### config.mk
export PLATFORM = sky130hd
export DESIGN_NAME = frame_device_flat
export DESIGN_NICKNAME = d
export VERILOG_FILES = /design/src/design/serial_frame_pkg.sv /design/src/design/serial_frame_if.sv /design/src/design/frame_fifo.sv /design/src/design/frame_device.sv /design/src/flat_wrapper.sv
export VERILOG_INCLUDE_DIRS = /design/src /design/src/design
export SDC_FILE = /design/constraint.sdc
export NUM_CORES = 1
export LEC_CHECK = 0
export BUFFER_PORTS_ARGS = -buffer_cell sky130_fd_sc_hd__buf_2
export CORE_MARGIN = 4
export CORE_UTILIZATION = 55
export DETAILED_ROUTE_END_ITERATION = 12
export GPL_TIMING_DRIVEN = 0
export PLACE_DENSITY = 0.75
export SYNTH_ARGS = -nofsm -noshare
export SYNTH_HDL_FRONTEND = slang
export SYNTH_SLANG_ARGS = --single-unit
### constraint.sdc
create_clock -name clk_i -period 6.8 [get_ports clk_i]
set_input_delay 0.68 -clock clk_i [delete_from_list [all_inputs] [get_ports clk_i]]
set_output_delay 0.68 -clock clk_i [all_outputs]
set_load 0.005 [all_outputs]
### src/design/serial_frame_consts.svh
// timing and field constants for the serial frame link
// included by the package and both ends; holds definitions only
`ifndef SERIAL_FRAME_CONSTS_SVH
`define SERIAL_FRAME_CONSTS_SVH

`define CLK_PERIOD_NS       100
`define FRAME_BITS          24
`define CTRL_MSB            23
`define CTRL_LSB            16
`define DATA_MSB            15
`define DATA_LSB            0
`define BIT_TOP             23
`define BIT_SECOND          22
`define LOAD_HI_BIT         21
`define LOAD_LO_BIT         20
// host timing, ns as printed
`define GAP_AFTER_LAST_NS   130
`define SYNC_HIGH_MIN_NS    50
// serial clock half period in system cycles (clock far below 20 MHz)
`define SCLK_HALF_CYC       2
`define GAP_AFTER_LAST_CYC  ((`GAP_AFTER_LAST_NS + `CLK_PERIOD_NS - 1) / `CLK_PERIOD_NS)
`define SYNC_HIGH_MIN_CYC   ((`SYNC_HIGH_MIN_NS + `CLK_PERIOD_NS - 1) / `CLK_PERIOD_NS)
`define FIFO_DEPTH          32

`endif

### src/design/serial_frame_pkg.sv
// types shared by both ends of the serial frame link
// assumes serial_frame_consts.svh is on the include path
`include "serial_frame_consts.svh"
package serial_frame_pkg;
  typedef logic [`FRAME_BITS-1:0] frame_word_t;
  typedef logic [`CTRL_MSB-`CTRL_LSB:0] ctrl_t;
  typedef logic [`DATA_MSB:0] data_t;
endpackage

### src/design/serial_frame_if.sv
// three-wire serial frame link between host end and device end
// assumes both ends share clk_i; the link signals are plain wires
`timescale 1ns/1ps
interface serial_frame_if;
  logic sync_b;
  logic sclk;
  logic sdata;
  modport host_mp   (output sync_b, output sclk, output sdata);
  modport device_mp (input sync_b, input sclk, input sdata);
endinterface

### src/design/frame_fifo.sv
// synchronous fifo with valid/ready on both sides
// assumes one clock; full and empty derived from a fill count
`timescale 1ns/1ps
module frame_fifo #(
  parameter int WIDTH = 24,
  parameter int DEPTH = 32
) (
  // clock and reset
  input  wire logic             clk_i,
  input  wire logic             rst_b_i,
  // fill side
  input  wire logic             in_valid_i,
  output logic                  in_ready_o,
  input  wire logic [WIDTH-1:0] in_data_i,
  // drain side
  output logic                  out_valid_o,
  input  wire logic             out_ready_i,
  output logic [WIDTH-1:0]      out_data_o
);
  localparam int AW = (DEPTH > 1) ? $clog2(DEPTH) : 1;

  if (DEPTH < 2 || (DEPTH & (DEPTH - 1)) != 0 || WIDTH < 1) begin : g_bad
    $error("frame_fifo: depth must be a power of two >= 2");
  end

  logic [WIDTH-1:0] mem_q [DEPTH];
  logic [AW-1:0]    wr_q;
  logic [AW-1:0]    rd_q;
  logic [AW:0]      cnt_q;
  logic             push;
  logic             pop;

  assign in_ready_o  = (cnt_q != (AW+1)'(DEPTH));
  assign out_valid_o = (cnt_q != '0);
  assign push        = in_valid_i && in_ready_o;
  assign pop         = out_valid_o && out_ready_i;
  assign out_data_o  = mem_q[rd_q];

  always_ff @(posedge clk_i) begin
    if (push) begin
      mem_q[wr_q] <= in_data_i;
    end
  end

  always_ff @(posedge clk_i or negedge rst_b_i) begin
    if (!rst_b_i) begin
      wr_q  <= '0;
      rd_q  <= '0;
      cnt_q <= '0;
    end else begin
      if (push) begin
        wr_q <= wr_q + 1'b1;
      end
      if (pop) begin
        rd_q <= rd_q + 1'b1;
      end
      cnt_q <= cnt_q + (AW+1)'(push) - (AW+1)'(pop);
    end
  end
endmodule

### src/design/frame_device.sv
// device end: receives 24-bit frames, checks address, queues commands
// assumes link pins are asynchronous to clk_i and far slower than it
`timescale 1ns/1ps
`include "serial_frame_consts.svh"
module frame_device #(
  parameter int DEPTH = `FIFO_DEPTH
) (
  // clock and reset
  input  wire logic                   clk_i,
  input  wire logic                   rst_b_i,
  // straps and enable
  input  wire logic                   addr_pin_low_i,
  input  wire logic                   addr_pin_high_i,
  input  wire logic                   if_enable_b_i,
  // link
  serial_frame_if.device_mp           link,
  // command output
  output logic                        cmd_valid_o,
  input  wire logic                   cmd_ready_i,
  output serial_frame_pkg::ctrl_t     cmd_ctrl_o,
  output serial_frame_pkg::data_t     cmd_data_o,
  // status
  output logic                        frame_drop_o,
  output logic                        frame_abort_o
);
  typedef enum logic [2:0] {
    R_WAIT  = 3'b001,
    R_SHIFT = 3'b010,
    R_DONE  = 3'b100
  } rstate_t;

  // the queue wraps its pointers, so its depth must be a power of two
  if (DEPTH < 2 || (DEPTH & (DEPTH - 1)) != 0) begin : g_bad_depth
    $error("frame_device: fifo depth must be a power of two >= 2");
  end

  // three-stage synchronisers; stage 1 feeds only stage 2
  logic [2:0] sync_s1_q;
  logic [2:0] sync_s2_q;
  logic [2:0] sync_s3_q;
  logic [2:0] pin_q;
  logic [2:0] raw;

  // gate pins while the port is disconnected: idle sync, idle clock
  assign raw = if_enable_b_i ? 3'b110 :
               {link.sync_b, link.sclk, link.sdata};

  always_ff @(posedge clk_i or negedge rst_b_i) begin
    if (!rst_b_i) begin
      sync_s1_q <= 3'b110;
      sync_s2_q <= 3'b110;
      sync_s3_q <= 3'b110;
      pin_q     <= 3'b110;
    end else begin
      sync_s1_q <= raw;
      sync_s2_q <= sync_s1_q;
      sync_s3_q <= sync_s2_q;
      for (int i = 0; i < 3; i++) begin
        if (sync_s2_q[i] == sync_s3_q[i]) begin
          pin_q[i] <= sync_s3_q[i];
        end
      end
    end
  end

  logic sync_b_f;
  logic sclk_f;
  logic prev_sync_q;
  logic prev_sclk_q;
  logic sync_fall;
  logic sync_rise;
  logic sclk_fall;

  assign sync_b_f  = pin_q[2];
  assign sclk_f    = pin_q[1];
  assign sync_fall = prev_sync_q && !sync_b_f;
  assign sync_rise = !prev_sync_q && sync_b_f;
  assign sclk_fall = prev_sclk_q && !sclk_f;

  always_ff @(posedge clk_i or negedge rst_b_i) begin
    if (!rst_b_i) begin
      prev_sync_q <= 1'b1;
      prev_sclk_q <= 1'b1;
    end else begin
      prev_sync_q <= sync_b_f;
      prev_sclk_q <= sclk_f;
    end
  end

  function automatic logic addr_hit(serial_frame_pkg::frame_word_t w,
                                    logic a_hi, logic a_lo);
    logic bcast;
    bcast    = w[`LOAD_HI_BIT] && w[`LOAD_LO_BIT];
    addr_hit = bcast || (w[`BIT_TOP] == a_hi && w[`BIT_SECOND] == a_lo);
  endfunction

  rstate_t                       st_q;
  serial_frame_pkg::frame_word_t sh_q;
  logic [4:0]                    cnt_q;
  logic                          done_q;
  logic                          fifo_ready;
  logic                          push_q;
  serial_frame_pkg::frame_word_t push_word_q;
  logic                          abort_q;
  logic                          drop_q;

  always_ff @(posedge clk_i or negedge rst_b_i) begin
    if (!rst_b_i) begin
      st_q   <= R_WAIT;
      sh_q   <= '0;
      cnt_q  <= '0;
      done_q <= 1'b0;
    end else begin
      done_q <= 1'b0;
      case (st_q)
        R_WAIT: begin
          cnt_q <= '0;
          if (sync_fall) begin
            st_q <= R_SHIFT;
          end
        end
        R_SHIFT: begin
          if (sync_b_f) begin
            cnt_q <= '0;
            st_q  <= R_WAIT;
          end else if (sclk_fall) begin
            sh_q  <= {sh_q[`FRAME_BITS-2:0], pin_q[0]};
            cnt_q <= cnt_q + 5'h1;
            if (cnt_q == 5'(`FRAME_BITS - 1)) begin
              done_q <= 1'b1;
              st_q   <= R_DONE;
            end
          end
        end
        R_DONE: begin
          // shift register locked; more clocks ignored
          cnt_q <= '0;
          if (sync_b_f) begin
            st_q <= R_WAIT;
          end
        end
        default: begin
          st_q <= R_WAIT;
        end
      endcase
    end
  end

  // straps are pins too: three flops, taken once stages two and three agree
  logic [1:0] strap_s1_q;
  logic [1:0] strap_s2_q;
  logic [1:0] strap_s3_q;
  logic       a_hi_q;
  logic       a_lo_q;
  always_ff @(posedge clk_i or negedge rst_b_i) begin
    if (!rst_b_i) begin
      strap_s1_q <= 2'h0;
      strap_s2_q <= 2'h0;
      strap_s3_q <= 2'h0;
      a_hi_q     <= 1'b0;
      a_lo_q     <= 1'b0;
    end else begin
      strap_s1_q <= {addr_pin_high_i, addr_pin_low_i};
      strap_s2_q <= strap_s1_q;
      strap_s3_q <= strap_s2_q;
      if (strap_s2_q == strap_s3_q) begin
        a_hi_q <= strap_s3_q[1];
        a_lo_q <= strap_s3_q[0];
      end
    end
  end

  always_ff @(posedge clk_i or negedge rst_b_i) begin
    if (!rst_b_i) begin
      push_q      <= 1'b0;
      push_word_q <= '0;
      abort_q     <= 1'b0;
      drop_q      <= 1'b0;
    end else begin
      abort_q <= (st_q == R_SHIFT) && sync_b_f && (cnt_q != '0);
      drop_q  <= 1'b0;
      if (push_q && fifo_ready) begin
        push_q <= 1'b0;
      end
      if (done_q) begin
        if (addr_hit(sh_q, a_hi_q, a_lo_q)) begin
          if (push_q && !fifo_ready) begin
            drop_q <= 1'b1;    // fifo full: frame lost, reported
          end else begin
            push_q      <= 1'b1;
            push_word_q <= sh_q;
          end
        end
      end
    end
  end

  serial_frame_pkg::frame_word_t out_word;

  frame_fifo #(
    .WIDTH ($bits(serial_frame_pkg::frame_word_t)),
    .DEPTH (DEPTH)
  ) u_fifo (
    .clk_i       (clk_i),
    .rst_b_i     (rst_b_i),
    .in_valid_i  (push_q),
    .in_ready_o  (fifo_ready),
    .in_data_i   (push_word_q),
    .out_valid_o (cmd_valid_o),
    .out_ready_i (cmd_ready_i),
    .out_data_o  (out_word)
  );

  // data is passed as raw unsigned code, 0..65535
  assign cmd_ctrl_o    = out_word[`CTRL_MSB:`CTRL_LSB];
  assign cmd_data_o    = out_word[`DATA_MSB:`DATA_LSB];
  assign frame_drop_o  = drop_q;
  assign frame_abort_o = abort_q;
endmodule

### src/flat_wrapper.sv
// flat-port wrapper written by rule: the top's interface ports become plain ports
module frame_device_flat 
#(
  parameter int DEPTH = `FIFO_DEPTH
)
  (clk_i, rst_b_i, addr_pin_low_i, addr_pin_high_i, if_enable_b_i, cmd_valid_o, cmd_ready_i, cmd_ctrl_o, cmd_data_o, frame_drop_o, frame_abort_o, link_sync_b, link_sclk, link_sdata);
  serial_frame_if link_i ();
  input  wire logic clk_i;
  input  wire logic rst_b_i;
  input  wire logic addr_pin_low_i;
  input  wire logic addr_pin_high_i;
  input  wire logic if_enable_b_i;
  output logic cmd_valid_o;
  input  wire logic cmd_ready_i;
  output serial_frame_pkg::ctrl_t cmd_ctrl_o;
  output serial_frame_pkg::data_t cmd_data_o;
  output logic frame_drop_o;
  output logic frame_abort_o;
  input wire logic [$bits(link_i.sync_b)-1:0] link_sync_b;
  input wire logic [$bits(link_i.sclk)-1:0] link_sclk;
  input wire logic [$bits(link_i.sdata)-1:0] link_sdata;
  assign link_i.sync_b = link_sync_b;
  assign link_i.sclk = link_sclk;
  assign link_i.sdata = link_sdata;
  frame_device #(.DEPTH(DEPTH)) u_core (.clk_i(clk_i), .rst_b_i(rst_b_i), .addr_pin_low_i(addr_pin_low_i), .addr_pin_high_i(addr_pin_high_i), .if_enable_b_i(if_enable_b_i), .link(link_i), .cmd_valid_o(cmd_valid_o), .cmd_ready_i(cmd_ready_i), .cmd_ctrl_o(cmd_ctrl_o), .cmd_data_o(cmd_data_o), .frame_drop_o(frame_drop_o), .frame_abort_o(frame_abort_o));
endmodule
==> flow_summary.yaml <==
outcome:
  status: "complete, no violations"
logic_synthesis:
  yosysSeqAreaShare_pct: 76.0
  synthCells: 1847
  postSynthAreaPerCell_sq_um: 18.2
  synth-seq-cells: 866
  ys_types: 52
  synth_nets: 1873
  synth_ff_type: "edfxtp_1"
  synthArstFlopShare_pct: 11.3
  synth-edff-count: 768
  yosysWarnings: 0
  synth.cell_area_sq_um: 33600
setup_path:
  cp.arrival_ns: 3.26
  crit_type: "flop to output port"
  cp_max_fo: 10
  critPathLaunchType: "flop"
  cp_top_family: "simple AND/OR/NAND/NOR gates"
  reg2reg_depth: 7
  path_buf_inv: 2
  r2r-end: "u_core.u_fifo.mem_q[28][11]"
  r2r_slack_ns: 3.55
  cp.required_ns: 6.12
  worst_path_largest_cell_delay_ns: 0.84
  crit_path_end: "cmd_ctrl_o[3]"
  cp_slowest_cell: "nor4b_2"
  cp_num_cells: 6
  critPathLaunch: "u_core.u_fifo.rd_q[1]"
  worstPathCellList: "nor4b_2, clkbuf_1, a22oi_1, nand4_1, nor2_1, buf_2"
  r2r-start: "u_core.u_fifo.cnt_q[3]"
  end_kind: "output port"
finish:
  layout_common_cells: "edfxtp_1 (768), mux2i_1 (384), a22oi_1 (192), buf_2 (104), clkbuf_16 (89)"
  nets: 2017
  drive_gt1_share_pct: 17.4
  design_area_sq_um: 38000
  fillers: 4119
  layout_commonest_cell: "edfxtp_1"
  synthToLayoutAreaGrowth_pct: 13.2
  post-route-util_pct: 63.0
pwr:
  p_per_area_nw_per_um2: 323
  ir_drop_mv: 0.206
  leakagePower_nw: 12.1
  power_mw: 12.3
routing:
  via_per_inst: 6.13
  wl_met1_um: 29100
  routedWlPerCell_um: 25.6
  route.met3.wl_um: 5900
  dr.pass1.iters: 5
  drc: 0
  maxUsedRoutingLayer: "met4"
  wl_um: 72700
  drtIter0Drc: 1775
  postRouteAntennaNets: 0
  dr_wl_met2_um: 36000
  via_count: 17416
die:
  rows: 90
  die_x_um: 255
  core_area_sq_um: 60400
  dieArea_sq_um: 65100
  die_h_um: 255
  initial_core_util_pct: 55.6
  pin_count: 36
hold_path:
  hold_path.class: "primary input to flop"
  min_from: "addr_pin_low_i"
clock_network:
  clockRootBuffer: "clkbuf_16"
  htree_num_levels: 3
  cts_buffers: 86
  ctsHoldBuffers: 1
  clk_latency_ns: 0.63
  clk_pin_slew_ns: 0.06
  cts.sink_count: 866
  post_cts_buffers: 0
  cts_resized: 0
  ctsLongestPathBuffers: 3
  cts_tree: "built"
timing:
  finalHoldViolCount: 0
  drv_slew: 0
  worstMarginPinSlew_ns: 1.22
  period_needed_ns: 3.94
  rsz0062_at_grt: "no"
  min_period_over_period_pct: 57.9
  max_slew_margin_pct: 18.4
  layout_setup_ws_ns: 2.86
  max_freq_mhz: 254
  setup-tns-final_ns: 0
  fin_skew_ns: 0.0241
  setup_violations: 0
global_routing:
  antenna_found_initial: 0
  grt_pass1_vias: 17760
  grt_pass1_wl_um: 109000
  track_usage_pct: 22.5
  grt.overflow.total: 0
  grt_max_degree: 71
place:
  place_worst_setup_slack_ns: 3.58
  io_buffers: 35
  gp_congestion: 0.842
  dp_hpwl_um: 45300
  placed_area_sq_um: 35300
run:
  cap_violations: 0
## cell type report
cell class / count / area [sq um] / area share (%)
multi-input cells: 862 / 7640 / 20.1
clock inverters: 37 / 320 / 0.843
diodes: 1 / 2.50 / 0.00658
repair buffers: 56 / 548 / 1.44
plain buffers: 102 / 505 / 1.33
flip-flops and latches: 866 / 25500 / 67.2
well taps: 782 / 978 / 2.57
clock buffers: 120 / 2410 / 6.35
inverters: 17 / 63.8 / 0.168
## worst register-to-register path: cells and delay by family, from the launching register on
family | cells | cell delay [ns]
adders and majority gates | 1 | 0.19
buffers and inverters | 2 | 0.50
DFF | 1 | 0.36
and+or+nand+nor | 4 | 1.80
## metrics by stage
step | instances | hold slack, ns
2_1_floorplan | 1847 | 0.331
3_3_place_gp | 2664 | 0.337
3_5_place_dp | 2684 | 0.340
4_1_cts | 2842 | 0.124
5_1_grt | 2842 | 0.140
6_report | 2843 | 0.161
## cell usage after synthesis, types with 2 or more instances
library cell    n  share of area, %
nand2_1        11              0.12
nor4b_2         4              0.18
a22o_1          2             0.052
nor3_1          2             0.030
nand4_1        52              0.97
mux2_4          7              0.31
and4b_1         5              0.15
nand2b_1        5             0.093
o21bai_1        2             0.045
xor2_1          6              0.16
a22oi_1       192               4.3
nor2b_1         4             0.075
inv_1          17              0.19
maj3_1          3             0.089
nor4bb_1        7              0.21
buf_2          70               1.0
o21ai_0         3             0.045
buf_6           2             0.067
or2_2           2             0.037
dfstp_2        11              0.86
ha_1           16              0.60
clkbuf_1       24              0.27
mux2i_1       384                11
nand3_1         4             0.060
nand3b_1        4             0.089
edfxtp_1      768                69
nor4b_1         2             0.052
dfrtp_1        87               6.5
or3b_2          2             0.052
buf_4           5              0.11
xnor2_1        12              0.31
a211o_1         2             0.052
mux2_2         43               1.4
nor2_1         62              0.69
a21oi_1         8              0.12
## sequential cells by signal, summed over array words and instances, names as in the netlist, 2 cells and up
name	flops
u_core.pin_q	3
u_core.sync_s3_q	3
u_core.st_q	3
u_core.sh_q	24
u_core.strap_s1_q	2
u_core.push_word_q	24
u_core.sync_s1_q	3
u_core.cnt_q	5
u_core.strap_s3_q	2
u_core.u_fifo.wr_q	5
u_core.u_fifo.cnt_q	6
u_core.sync_s2_q	3
u_core.u_fifo.rd_q	5
u_core.u_fifo.mem_q	768
u_core.strap_s2_q	2
## metal layers
layer | vias up | global-route usage [%]
met4 | 0 | 6.81
met5 | - | 0
li1 | 7657 | -
met1 | 8877 | 30.7
met3 | 113 | 4.02
met2 | 769 | 37.9
## power by group
group	total, mW	internal, mW	switching (mW)
Clock	4.55	2.66	1.88
Sequential	5.81	5.76	0.0504
Combinational	1.92	0.699	1.22
## worst min path at each step
stage                                       to  depth (start not counted)
after floorplan           u_core.strap_s2_q[0]                          0
after global placement    u_core.strap_s2_q[0]                          0
after detailed placement  u_core.strap_s2_q[1]                          0
after CTS                 u_core.strap_s1_q[1]                          1
after global routing      u_core.strap_s1_q[1]                          1
final                     u_core.strap_s1_q[0]                          1
## logic make-up after synthesis
family,count (synthesis),synth area share (%)
buffers and inverters,119,1.70
adders and majority gates,20,0.745
xor gates and xnor gates,18,0.470
AOI/OAI and AO/OA,214,4.73
and+or+nand+nor,176,3.10
muxes,434,13.2
DFF,866,76.0
Power figures use the tool's default switching activity.
